--- config.mk ---
export PLATFORM = sky130hd
export DESIGN_NAME = aprt_router_flat
export DESIGN_NICKNAME = d
export VERILOG_FILES = /design/src/rtl/aprt_pkg.sv /design/src/rtl/aprt_if.sv /design/src/rtl/aprt_router.sv /design/src/flat_wrapper.sv
export VERILOG_INCLUDE_DIRS = /design/src /design/src/rtl
export SDC_FILE = /design/constraint.sdc
export NUM_CORES = 1
export LEC_CHECK = 0
export BUFFER_PORTS_ARGS = -buffer_cell sky130_fd_sc_hd__buf_4
export CAP_MARGIN = 15
export CORE_AREA = 2 2 83 85
export CTS_BUF_LIST = sky130_fd_sc_hd__clkbuf_16
export DETAILED_ROUTE_END_ITERATION = 8
export DIE_AREA = 0 0 85 87
export PLACE_DENSITY_LB_ADDON = 0.2
export SYNTH_ARGS = -nofsm -noshare
export SYNTH_HDL_FRONTEND = slang
export SYNTH_SLANG_ARGS = --single-unit
--- constraint.sdc ---
create_clock -name core_clk -period 2.72 [get_ports core_clk]
set_input_delay 0.68 -clock core_clk [delete_from_list [all_inputs] [get_ports core_clk]]
set_output_delay 0.68 -clock core_clk [all_outputs]
set_load 0.01 [all_outputs]
--- src/rtl/aprt_params.svh ---
// Purpose: Offsets, field positions, reset values and codes of the audio port router.
// Assumes: Eight-bit registers addressed by their byte offset.
// Notes:   Definitions only.
`ifndef APRT_PARAMS_SVH
`define APRT_PARAMS_SVH

// ----------------------------------------------------------------------------
// Register offsets
// ----------------------------------------------------------------------------
`define APRT_OFF_CLK_OUT   8'h2E
`define APRT_OFF_DATA_OUT  8'h2F
`define APRT_OFF_RSVD      8'h30
`define APRT_OFF_PAIR1     8'h31
`define APRT_OFF_PAIR2     8'h32
`define APRT_OFF_PAIR3     8'h33

// ----------------------------------------------------------------------------
// Reset values and field masks
// ----------------------------------------------------------------------------
`define APRT_RST_CLK_OUT   8'h40
`define APRT_RST_DATA_OUT  8'h00
`define APRT_RST_PAIR1     8'h01
`define APRT_RST_PAIR2     8'h00
`define APRT_RST_PAIR3     8'h00
`define APRT_MASK_DATA_OUT 8'h03
`define APRT_MASK_PAIR     8'h1F

// ----------------------------------------------------------------------------
// Selector codes
// ----------------------------------------------------------------------------
`define APRT_FCK_PLAY      4'h0
`define APRT_FCK_REC       4'h1
`define APRT_FCK_P1_DIV    4'h2
`define APRT_FCK_P1_IN     4'h3
`define APRT_FCK_P2_DIV    4'h4
`define APRT_FCK_P2_IN     4'h5
`define APRT_FCK_P3_DIV    4'h6
`define APRT_FCK_P1_REC    4'h8
`define APRT_FCK_P2_REC    4'h9
`define APRT_BCK_P3_DIV    4'h4
`define APRT_PAIR_NONE     5'h00
`define APRT_PAIR1_FIRST_PORT_DATA_IN    5'h01
`define APRT_PAIR2_GP2     5'h05
`define APRT_PAIR2_GP3     5'h06

// Avalon slave address width (byte offsets, bits above 8 must be zero).
`define APRT_AV_AW         4'h8

`endif

--- src/rtl/aprt_pkg.sv ---
// Purpose: Types shared by the router ends.
// Assumes: Nothing beyond the params header.
// Notes:   Controller sequencer states.
package aprt_pkg;

  typedef enum logic [1:0] {
    APRT_IDLE  = 2'b00,
    APRT_WRITE = 2'b01,
    APRT_READ  = 2'b10,
    APRT_DONE  = 2'b11
  } aprt_state_type;

  typedef logic [7:0] aprt_byte_type;

endpackage

--- src/rtl/aprt_if.sv ---
// Purpose: Register access link between router device and its controller.
// Assumes: Single core clock; one transfer at a time.
// Notes:   A request stands until ack pulses.
`timescale 1ns/10ps
interface aprt_if;
  logic       req;
  logic       we;
  logic [7:0] addr;
  logic [7:0] wdata;
  logic [7:0] rdata;
  logic       ack;

  // Device end answers requests.
  modport dev (input req, input we, input addr, input wdata, output rdata, output ack);
  // Controller end issues requests.
  modport ctl (output req, output we, output addr, output wdata, input rdata, input ack);
endinterface // aprt_if

--- src/rtl/aprt_router.sv ---
// Contract
// (RULE_01) Frame out: playback 0000, record 0001.
// (RULE_02) Codes 0010-0110: divider and frame inputs.
// (RULE_03) Codes 1000/1001: port 1/2 record frame.
// (RULE_04) Software avoids frame codes 0111, 1010-1111.
// (RULE_05) Data select 00: own third-port serializer.
// (RULE_06) Data select 01-11: loop port data in.
// (RULE_07) Reserved bits read zero, write defaults.
// (RULE_08) Pair 1 code 00000 forces zeros.
// (RULE_09) Pair 1 resets to 00001: first data in.
// (RULE_10) Software avoids pair 1 codes 00010-11111.
// (RULE_11) Pair 2 multi-lane only; resets to none.
// (RULE_12) Pair 2 codes 00101/00110: general pins.
// (RULE_13) Software avoids reserved pair 2 codes.
// (RULE_14) Bit clock select resets to port 3 divider.
// (RULE_15) Routing follows register write immediately.
//
// Purpose: Register file and clock/data routing muxes of the third audio port.
// Assumes: Pin inputs are asynchronous and pass two flip-flops first.
// Notes:   Reserved selector codes drive low; outputs are registered.
//          A pin source reaches its output three cycles after it changes,
//          a same-clock source one cycle after.
//
// Register access over Avalon-MM was chosen for this implementation.
`timescale 1ns/10ps
`include "aprt_params.svh"
module aprt_router (
  // Clock and reset
  input  wire logic core_clk,
  input  wire logic rst,
  // Register link
  aprt_if.dev       bus,
  // On-chip frame clock sources
  input  wire logic playback_sample_rate_clock,
  input  wire logic record_sample_rate_clock,
  input  wire logic first_port_frame_divider_out,
  input  wire logic second_port_frame_divider_out,
  input  wire logic third_port_frame_divider_out,
  input  wire logic first_port_record_frame_clock,
  input  wire logic second_port_record_frame_clock,
  // Pin inputs
  input  wire logic first_port_frame_clock_in,
  input  wire logic second_port_frame_clock_in,
  input  wire logic first_port_data_in,
  input  wire logic second_port_data_in,
  input  wire logic third_port_data_in,
  input  wire logic general_pin_two,
  input  wire logic general_pin_three,
  // Bit clock sources
  input  wire logic [7:0] bit_clock_sources,
  // Serializer data
  input  wire logic third_port_serializer_out,
  // Routed outputs
  output logic      third_port_frame_clock_out,
  output logic      third_port_bit_clock_out,
  output logic      third_port_data_out,
  output logic      lane_pair_one,
  output logic      lane_pair_two
);
  import aprt_pkg::*;

  // --------------------------------------------------------------------------
  // Registers
  // --------------------------------------------------------------------------
  aprt_byte_type clk_sel_q;
  logic [1:0]    data_sel_q;
  logic [4:0]    pair1_sel_q;
  logic [4:0]    pair2_sel_q;
  logic [4:0]    pair3_sel_q;
  logic          ack_q;
  aprt_byte_type rdata_q;
  logic [6:0]    sync1_q;
  logic [6:0]    sync2_q;

  // --------------------------------------------------------------------------
  // Register file
  // --------------------------------------------------------------------------
  // Lane bits of a written byte outside the field are dropped.
  function automatic logic [4:0] aprt_pair_field(input aprt_byte_type v);
    aprt_pair_field = v[4:0];
  endfunction

  // Register writes; each selector updates on the acking edge.
  always_ff @(posedge core_clk) begin
    if (rst) begin
      clk_sel_q   <= `APRT_RST_CLK_OUT; // RULE_14
      data_sel_q  <= 2'(`APRT_RST_DATA_OUT); // RULE_05
      pair1_sel_q <= aprt_pair_field(`APRT_RST_PAIR1); // RULE_09
      pair2_sel_q <= aprt_pair_field(`APRT_RST_PAIR2); // RULE_11
      pair3_sel_q <= aprt_pair_field(`APRT_RST_PAIR3);
    end else if (bus.req && bus.we && !ack_q) begin
      unique case (bus.addr)
        `APRT_OFF_CLK_OUT:  clk_sel_q   <= bus.wdata; // RULE_15
        `APRT_OFF_DATA_OUT: data_sel_q  <= bus.wdata[1:0]; // RULE_07
        `APRT_OFF_PAIR1:    pair1_sel_q <= aprt_pair_field(bus.wdata);
        `APRT_OFF_PAIR2:    pair2_sel_q <= aprt_pair_field(bus.wdata);
        `APRT_OFF_PAIR3:    pair3_sel_q <= aprt_pair_field(bus.wdata);
        default: begin
        end
      endcase
    end
  end

  // --------------------------------------------------------------------------
  // Register reads
  // --------------------------------------------------------------------------
  // One-cycle acknowledge and read data; reserved bits and slots read zero.
  // The acknowledge never stands two cycles running, since a request is
  // only taken while no acknowledge stands; a request held on is acked again.
  always_ff @(posedge core_clk) begin
    if (rst) begin
      ack_q   <= 1'b0;
      rdata_q <= 8'h00;
    end else begin
      ack_q <= bus.req && !ack_q;
      if (bus.req && !bus.we && !ack_q) begin
        unique case (bus.addr)
          `APRT_OFF_CLK_OUT:  rdata_q <= clk_sel_q;
          `APRT_OFF_DATA_OUT: rdata_q <= {6'h00, data_sel_q}; // RULE_07
          `APRT_OFF_PAIR1:    rdata_q <= {3'h0, pair1_sel_q}; // RULE_07
          `APRT_OFF_PAIR2:    rdata_q <= {3'h0, pair2_sel_q};
          `APRT_OFF_PAIR3:    rdata_q <= {3'h0, pair3_sel_q};
          default:            rdata_q <= 8'h00;
        endcase
      end
    end
  end

  // --------------------------------------------------------------------------
  // Link outputs
  // --------------------------------------------------------------------------
  // Both answer signals come straight from their flip-flops.
  assign bus.ack   = ack_q;
  assign bus.rdata = rdata_q;

  // --------------------------------------------------------------------------
  // Pin synchronisers
  // --------------------------------------------------------------------------
  // Two-stage synchronisers on every pin input.
  // Only the second stage feeds the muxes, so a metastable first stage
  // never reaches the routed outputs.
  always_ff @(posedge core_clk) begin
    if (rst) begin
      sync1_q <= 7'h00;
      sync2_q <= 7'h00;
    end else begin
      sync1_q <= {general_pin_three, general_pin_two, third_port_data_in,
                  second_port_data_in, first_port_data_in,
                  second_port_frame_clock_in, first_port_frame_clock_in};
      sync2_q <= sync1_q;
    end
  end

  // --------------------------------------------------------------------------
  // Routing muxes
  // --------------------------------------------------------------------------
  // Frame clock output select; reserved codes hold the output low.
  always_ff @(posedge core_clk) begin
    if (rst) begin
      third_port_frame_clock_out <= 1'b0;
    end else begin
      unique case (clk_sel_q[3:0])
        `APRT_FCK_PLAY:   third_port_frame_clock_out <= playback_sample_rate_clock; // RULE_01
        `APRT_FCK_REC:    third_port_frame_clock_out <= record_sample_rate_clock; // RULE_01
        `APRT_FCK_P1_DIV: third_port_frame_clock_out <= first_port_frame_divider_out; // RULE_02
        `APRT_FCK_P1_IN:  third_port_frame_clock_out <= sync2_q[0]; // RULE_02
        `APRT_FCK_P2_DIV: third_port_frame_clock_out <= second_port_frame_divider_out; // RULE_02
        `APRT_FCK_P2_IN:  third_port_frame_clock_out <= sync2_q[1]; // RULE_02
        `APRT_FCK_P3_DIV: third_port_frame_clock_out <= third_port_frame_divider_out; // RULE_02
        `APRT_FCK_P1_REC: third_port_frame_clock_out <= first_port_record_frame_clock; // RULE_03
        `APRT_FCK_P2_REC: third_port_frame_clock_out <= second_port_record_frame_clock; // RULE_03
        default:          third_port_frame_clock_out <= 1'b0;
      endcase
    end
  end

  // Bit clock output select; codes above 7 are reserved.
  always_ff @(posedge core_clk) begin
    if (rst) begin
      third_port_bit_clock_out <= 1'b0;
    end else begin
      // Code 4, the reset choice, picks the third port's own divider.
      third_port_bit_clock_out <= clk_sel_q[7] ? 1'b0 :
                                  bit_clock_sources[clk_sel_q[6:4]]; // RULE_14
    end
  end

  // Data output select: own serializer or pin-to-pin loopback.
  // Loopback paths carry the two-cycle delay of the synchronisers.
  always_ff @(posedge core_clk) begin
    if (rst) begin
      third_port_data_out <= 1'b0;
    end else begin
      unique case (data_sel_q)
        2'h0: third_port_data_out <= third_port_serializer_out; // RULE_05
        2'h1: third_port_data_out <= sync2_q[2]; // RULE_06
        2'h2: third_port_data_out <= sync2_q[3]; // RULE_06
        2'h3: third_port_data_out <= sync2_q[4]; // RULE_06
      endcase
    end
  end

  // Stereo pair lanes; none and reserved codes give zero data.
  // Pair 3 is only stored here; its lane lies outside this block.
  always_ff @(posedge core_clk) begin
    if (rst) begin
      lane_pair_one <= 1'b0;
      lane_pair_two <= 1'b0;
    end else begin
      lane_pair_one <= (pair1_sel_q == `APRT_PAIR1_FIRST_PORT_DATA_IN) ? sync2_q[2] : 1'b0; // RULE_08 RULE_09
      unique case (pair2_sel_q)
        `APRT_PAIR2_GP2: lane_pair_two <= sync2_q[5]; // RULE_12
        `APRT_PAIR2_GP3: lane_pair_two <= sync2_q[6]; // RULE_12
        default:         lane_pair_two <= 1'b0;
      endcase
    end
  end

endmodule // aprt_router

--- src/flat_wrapper.sv ---
// flat-port wrapper written by rule: the top's interface ports become plain ports
module aprt_router_flat import aprt_pkg::*;
  (core_clk, rst, playback_sample_rate_clock, record_sample_rate_clock, first_port_frame_divider_out, second_port_frame_divider_out, third_port_frame_divider_out, first_port_record_frame_clock, second_port_record_frame_clock, first_port_frame_clock_in, second_port_frame_clock_in, first_port_data_in, second_port_data_in, third_port_data_in, general_pin_two, general_pin_three, bit_clock_sources, third_port_serializer_out, third_port_frame_clock_out, third_port_bit_clock_out, third_port_data_out, lane_pair_one, lane_pair_two, bus_req, bus_we, bus_addr, bus_wdata, bus_rdata, bus_ack);
  aprt_if bus_i ();
  input  wire logic core_clk;
  input  wire logic rst;
  input  wire logic playback_sample_rate_clock;
  input  wire logic record_sample_rate_clock;
  input  wire logic first_port_frame_divider_out;
  input  wire logic second_port_frame_divider_out;
  input  wire logic third_port_frame_divider_out;
  input  wire logic first_port_record_frame_clock;
  input  wire logic second_port_record_frame_clock;
  input  wire logic first_port_frame_clock_in;
  input  wire logic second_port_frame_clock_in;
  input  wire logic first_port_data_in;
  input  wire logic second_port_data_in;
  input  wire logic third_port_data_in;
  input  wire logic general_pin_two;
  input  wire logic general_pin_three;
  input  wire logic [7:0] bit_clock_sources;
  input  wire logic third_port_serializer_out;
  output logic third_port_frame_clock_out;
  output logic third_port_bit_clock_out;
  output logic third_port_data_out;
  output logic lane_pair_one;
  output logic lane_pair_two;
  input wire logic [$bits(bus_i.req)-1:0] bus_req;
  input wire logic [$bits(bus_i.we)-1:0] bus_we;
  input wire logic [$bits(bus_i.addr)-1:0] bus_addr;
  input wire logic [$bits(bus_i.wdata)-1:0] bus_wdata;
  output wire logic [$bits(bus_i.rdata)-1:0] bus_rdata;
  output wire logic [$bits(bus_i.ack)-1:0] bus_ack;
  assign bus_i.req = bus_req;
  assign bus_i.we = bus_we;
  assign bus_i.addr = bus_addr;
  assign bus_i.wdata = bus_wdata;
  assign bus_rdata = bus_i.rdata;
  assign bus_ack = bus_i.ack;
  aprt_router u_core (.core_clk(core_clk), .rst(rst), .bus(bus_i), .playback_sample_rate_clock(playback_sample_rate_clock), .record_sample_rate_clock(record_sample_rate_clock), .first_port_frame_divider_out(first_port_frame_divider_out), .second_port_frame_divider_out(second_port_frame_divider_out), .third_port_frame_divider_out(third_port_frame_divider_out), .first_port_record_frame_clock(first_port_record_frame_clock), .second_port_record_frame_clock(second_port_record_frame_clock), .first_port_frame_clock_in(first_port_frame_clock_in), .second_port_frame_clock_in(second_port_frame_clock_in), .first_port_data_in(first_port_data_in), .second_port_data_in(second_port_data_in), .third_port_data_in(third_port_data_in), .general_pin_two(general_pin_two), .general_pin_three(general_pin_three), .bit_clock_sources(bit_clock_sources), .third_port_serializer_out(third_port_serializer_out), .third_port_frame_clock_out(third_port_frame_clock_out), .third_port_bit_clock_out(third_port_bit_clock_out), .third_port_data_out(third_port_data_out), .lane_pair_one(lane_pair_one), .lane_pair_two(lane_pair_two));
endmodule
==> impl_summary.md <==
Yosys
The adder-cell share of the synthesized area is 0. During synthesis, Yosys emitted a total of 0 warnings. The count of cell types in the netlist is 41.

The net count after synthesis is 264. Synthesis produced 221 cells. The simple-gate portion of the synthesized area is 0.250. The most common cell in the synthesized netlist is dfxtp_1. The sequential share of the synthesized area is 0.471. The number of enable flip-flop cells after synthesis is 0. Measured against the total synthesized area, the mux share comes to 0.144. Among all flip-flop cells after synthesis, the most frequent one is dfxtp_1.

The synthesized design contains 53 register bits. By count the netlist is led by dfxtp_1, nor2_1, mux2i_1, nor2b_1, nand2_1. In the post-synthesis netlist, the biggest area contributors are dfxtp_1, mux2i_1, nor2b_1, mux4_2, nor2_1.

The fraction of the mapped netlist area in compound gates is 0.109. The mapped netlist covers 2250 sq um. Of the post-synthesis cell area, the dominant cell type holds 0.471. Of the total synthesized cell area, the portion taken by XOR and XNOR cells is 0.

The synthesized area per cell is 10.2 sq um. By area, the combinational part of the netlist is dominated by simple AND/OR/NAND/NOR gates. The async set-reset flop share out of synthesis is 0.

Of all cell types, the one taking the most synthesized area is dfxtp_1.

Pwr
The switching power as a share of total power is 0.209. The final total power is 1.63 mW. The power per cell area is 566 nW/um^2. The relative contribution of combinational cells to total power is 0.079. The worst ir drop on vdd is 0.000244 V.

The share of total power dissipated in the clock network is 0.434. In this run the static leakage power is 1.21 nW. The internal portion of the total power is 1.29 mW. The share of total power dissipated in sequential elements is 0.487. The power dissipated by switching net loads is 0.341 mW.

Setup path
The worst register-to-register path ends at u_core.pair1_sel_q[0]. The data arrival time of the worst path is 2.20 ns. In this run the worst path has a maximum fanout of 16.

STA puts the critical path data required time at 2.92 ns. The worst setup slack for register-to-register paths is 0.99 ns. The kind of end point of the critical path is a register. The worst register-to-register path begins at u_core.bus.ack.

The number of cells on the worst reg-to-reg path is 3. The setup path with the least slack is of type input pin to register. The worst setup path is launched from an input pin.

Place
The count of buffers added on input and output ports is 56. The congestion estimate from routability-driven global placement came to 0.792. The HPWL after detailed placement is 3.78 mm. The standard cell area after detailed placement is 2720 sq um.

Cells and area
The post-synthesis to final-layout area growth is 27.9%. The antenna diode instance count is 0. The finished cells cover 2880 sq um. Fill cells in the final layout number 655. The net count of the finished layout is 315.

The share of layout cells above drive strength 1 is 0.278. For this run, the share of the core covered by cells in the final layout is 0.439.

Clocking
The register clock-pin slew on the reported worst setup and hold paths is 0.07 ns. The number of gates resized after cts is 0. The clock net in this run drives a total of 53 sinks. The total number of H-tree levels is 2. TritonCTS built the clock tree. The count of hold buffers inserted by post-cts repair is 0. The worst-skew pair later-pin latency is 0.29 ns. The deepest clock path buffer count is 2. Buffers inserted during clock tree synthesis total 5.

Clock tree synthesis selected as its root buffer the cell clkbuf_16. The number of buffers inserted to repair setup after CTS is 0.

Timing
The worst hold slack across all endpoints is 0.438 ns. Setup repair after global routing left no endpoint under its margin. Dividing the final minimum period by the clock period gives 0.736. The clock arrives with 0.00818 ns of skew.

The final max-slew violation count was 0. The highest achievable clock rate is 500 MHz. The final count of hold timing violations was 0. The transition at the pin with the smallest max-transition slack is 0.571 ns.

For the finished layout, the period the worst path requires is 2.00 ns. Summed over all failing endpoints, the final setup total negative slack is 0 ns. Setup violations remaining at the end of the flow were counted as 0. In this run the tightest slew margin relative to its limit is 0.620.

Global routing
The overall routing resource usage is 0.146. Entering global routing, the biggest net connects 54 pins. In the global route stage, met2 resource usage came out at 0.235. The via count of the first global-routing pass came to 1739. In the global route stage, met3 resource usage came out at 0.0379. The number of antenna violations at the first check in global routing was 0. After global routing the overflow that remains totals 0. The global-route wire length before repair is 8.60 mm. For this run, global-route usage on met1 was measured as 0.196. The most heavily used metal layer in global routing is met2.

Worst hold path
Along the worst hold path, the cell count comes to 1. The startpoint of the most critical hold path is u_core.sync1_q[6]. The worst hold path class is register to register.

The worst hold endpoint is u_core.sync2_q[6].

Die
The total number of placement rows is 30. The core region is 6570 sq um. The floorplan step defined a die boundary enclosing 7400 sq um. 57 I/O pins were placed. The die is 87 um tall.

For this configuration, the core starts out at a cell density of 0.343. Measured along the x axis, the die boundary spans 85 um.

Flow run
The count of max-cap constraint violations is 0.

Outcome
The flow ran to the end, and the final reports show no timing, DRC or antenna violations.

Route
The detail route stage leaves a number of antenna-violating nets equal to 0. The routed length per placed instance is 14.9 um. The iteration count of the initial detailed-routing pass is 4.

Wires add up to 5.27 mm. Using the TritonRoute via totals, the vias-per-cell ratio works out to 5.24. In the routed design, unresolved DRC markers number 0.

The total via count in the routed design is 1850. The initial detailed-routing violation count is 91.
-- worst max path at each step --
stage | startpoint | endpoint | slack [ns] | cells after the start
final | bus_addr[7] | u_core.bus.rdata[1] | 0.72 | 5
after global routing | bus_addr[7] | u_core.bus.rdata[1] | 0.53 | 5
after CTS | bus_addr[7] | u_core.bus.rdata[1] | 0.74 | 5
after detailed placement | bus_addr[7] | u_core.bus.rdata[1] | 0.44 | 5
after global placement | bus_addr[7] | u_core.bus.rdata[1] | 0.51 | 5
after floorplan | bus_addr[1] | u_core.clk_sel_q[6] | 0.85 | 6
-- layer usage --
metal  wire length (um)  up-vias  share of wire
li1                   -      905              -
met5                  0        -              0
met3                406        2          0.077
met4                 31        0         0.0059
met2               2520       60           0.48
met1               2320      883           0.44
-- stage by stage --
step,setup slack (ns),instances
after floorplan,0.853,221
after global placement,0.510,345
after detailed placement,0.444,345
after CTS,0.744,353
after global routing,0.530,353
final,0.719,353
-- power by group through the flow --
stage	combinational, mW	clock, mW	sequential (mW)
final	0.129	0.708	0.795
after global routing	0.141	0.759	0.797
after CTS	0.131	0.725	0.796
after detailed placement	0.131	0	0.813
after global placement	0.129	0	0.813
after floorplan	0.0555	0	0.815
-- flip-flops by register name, indices dropped and copies added (netlist names) --
name and flops:
u_core.data_sel_q 2, u_core.pair2_sel_q 5, u_core.bus.rdata 8, u_core.bus.ack 1, u_core.pair3_sel_q 5, u_core.sync1_q 7, u_core.third_port_frame_clock_out 1, u_core.lane_pair_one 1
u_core.third_port_data_out 1, u_core.lane_pair_two 1, u_core.third_port_bit_clock_out 1, u_core.sync2_q 7, u_core.pair1_sel_q 5, u_core.clk_sel_q 8
-- kinds of logic after synthesis --
logic type,after synthesis
compound gates,34
buf+inv,12
flops,53
mux,27
simple gates,95
-- layout by cell type (no fill, tap or decap), types with 4 or more instances in the layout --
cell,count
nor2b_1,16
nand4_1,5
a21oi_1,12
clkbuf_16,5
nand2_1,13
and3_1,5
nand3_1,10
nor2_1,23
mux4_2,4
buf_4,56
dfxtp_1,53
mux2i_1,20
-- cell type report --
type	count	area [sq um]	share of cell area
clock inverter	3	41.3	0.0143
tap	80	100	0.0347
sequential	53	1060	0.368
clock buffer	5	125	0.0434
multi-input combinational	156	1130	0.394
timing repair buffer	56	420	0.146
-- critical path: stages --
cell	delay (ns)
buf_4	0.12
nor3b_2	0.40
and3_1	0.60
a221oi_1	0.16
a211oi_1	0.23
Note: power is estimated with default switching activity, not from simulation.
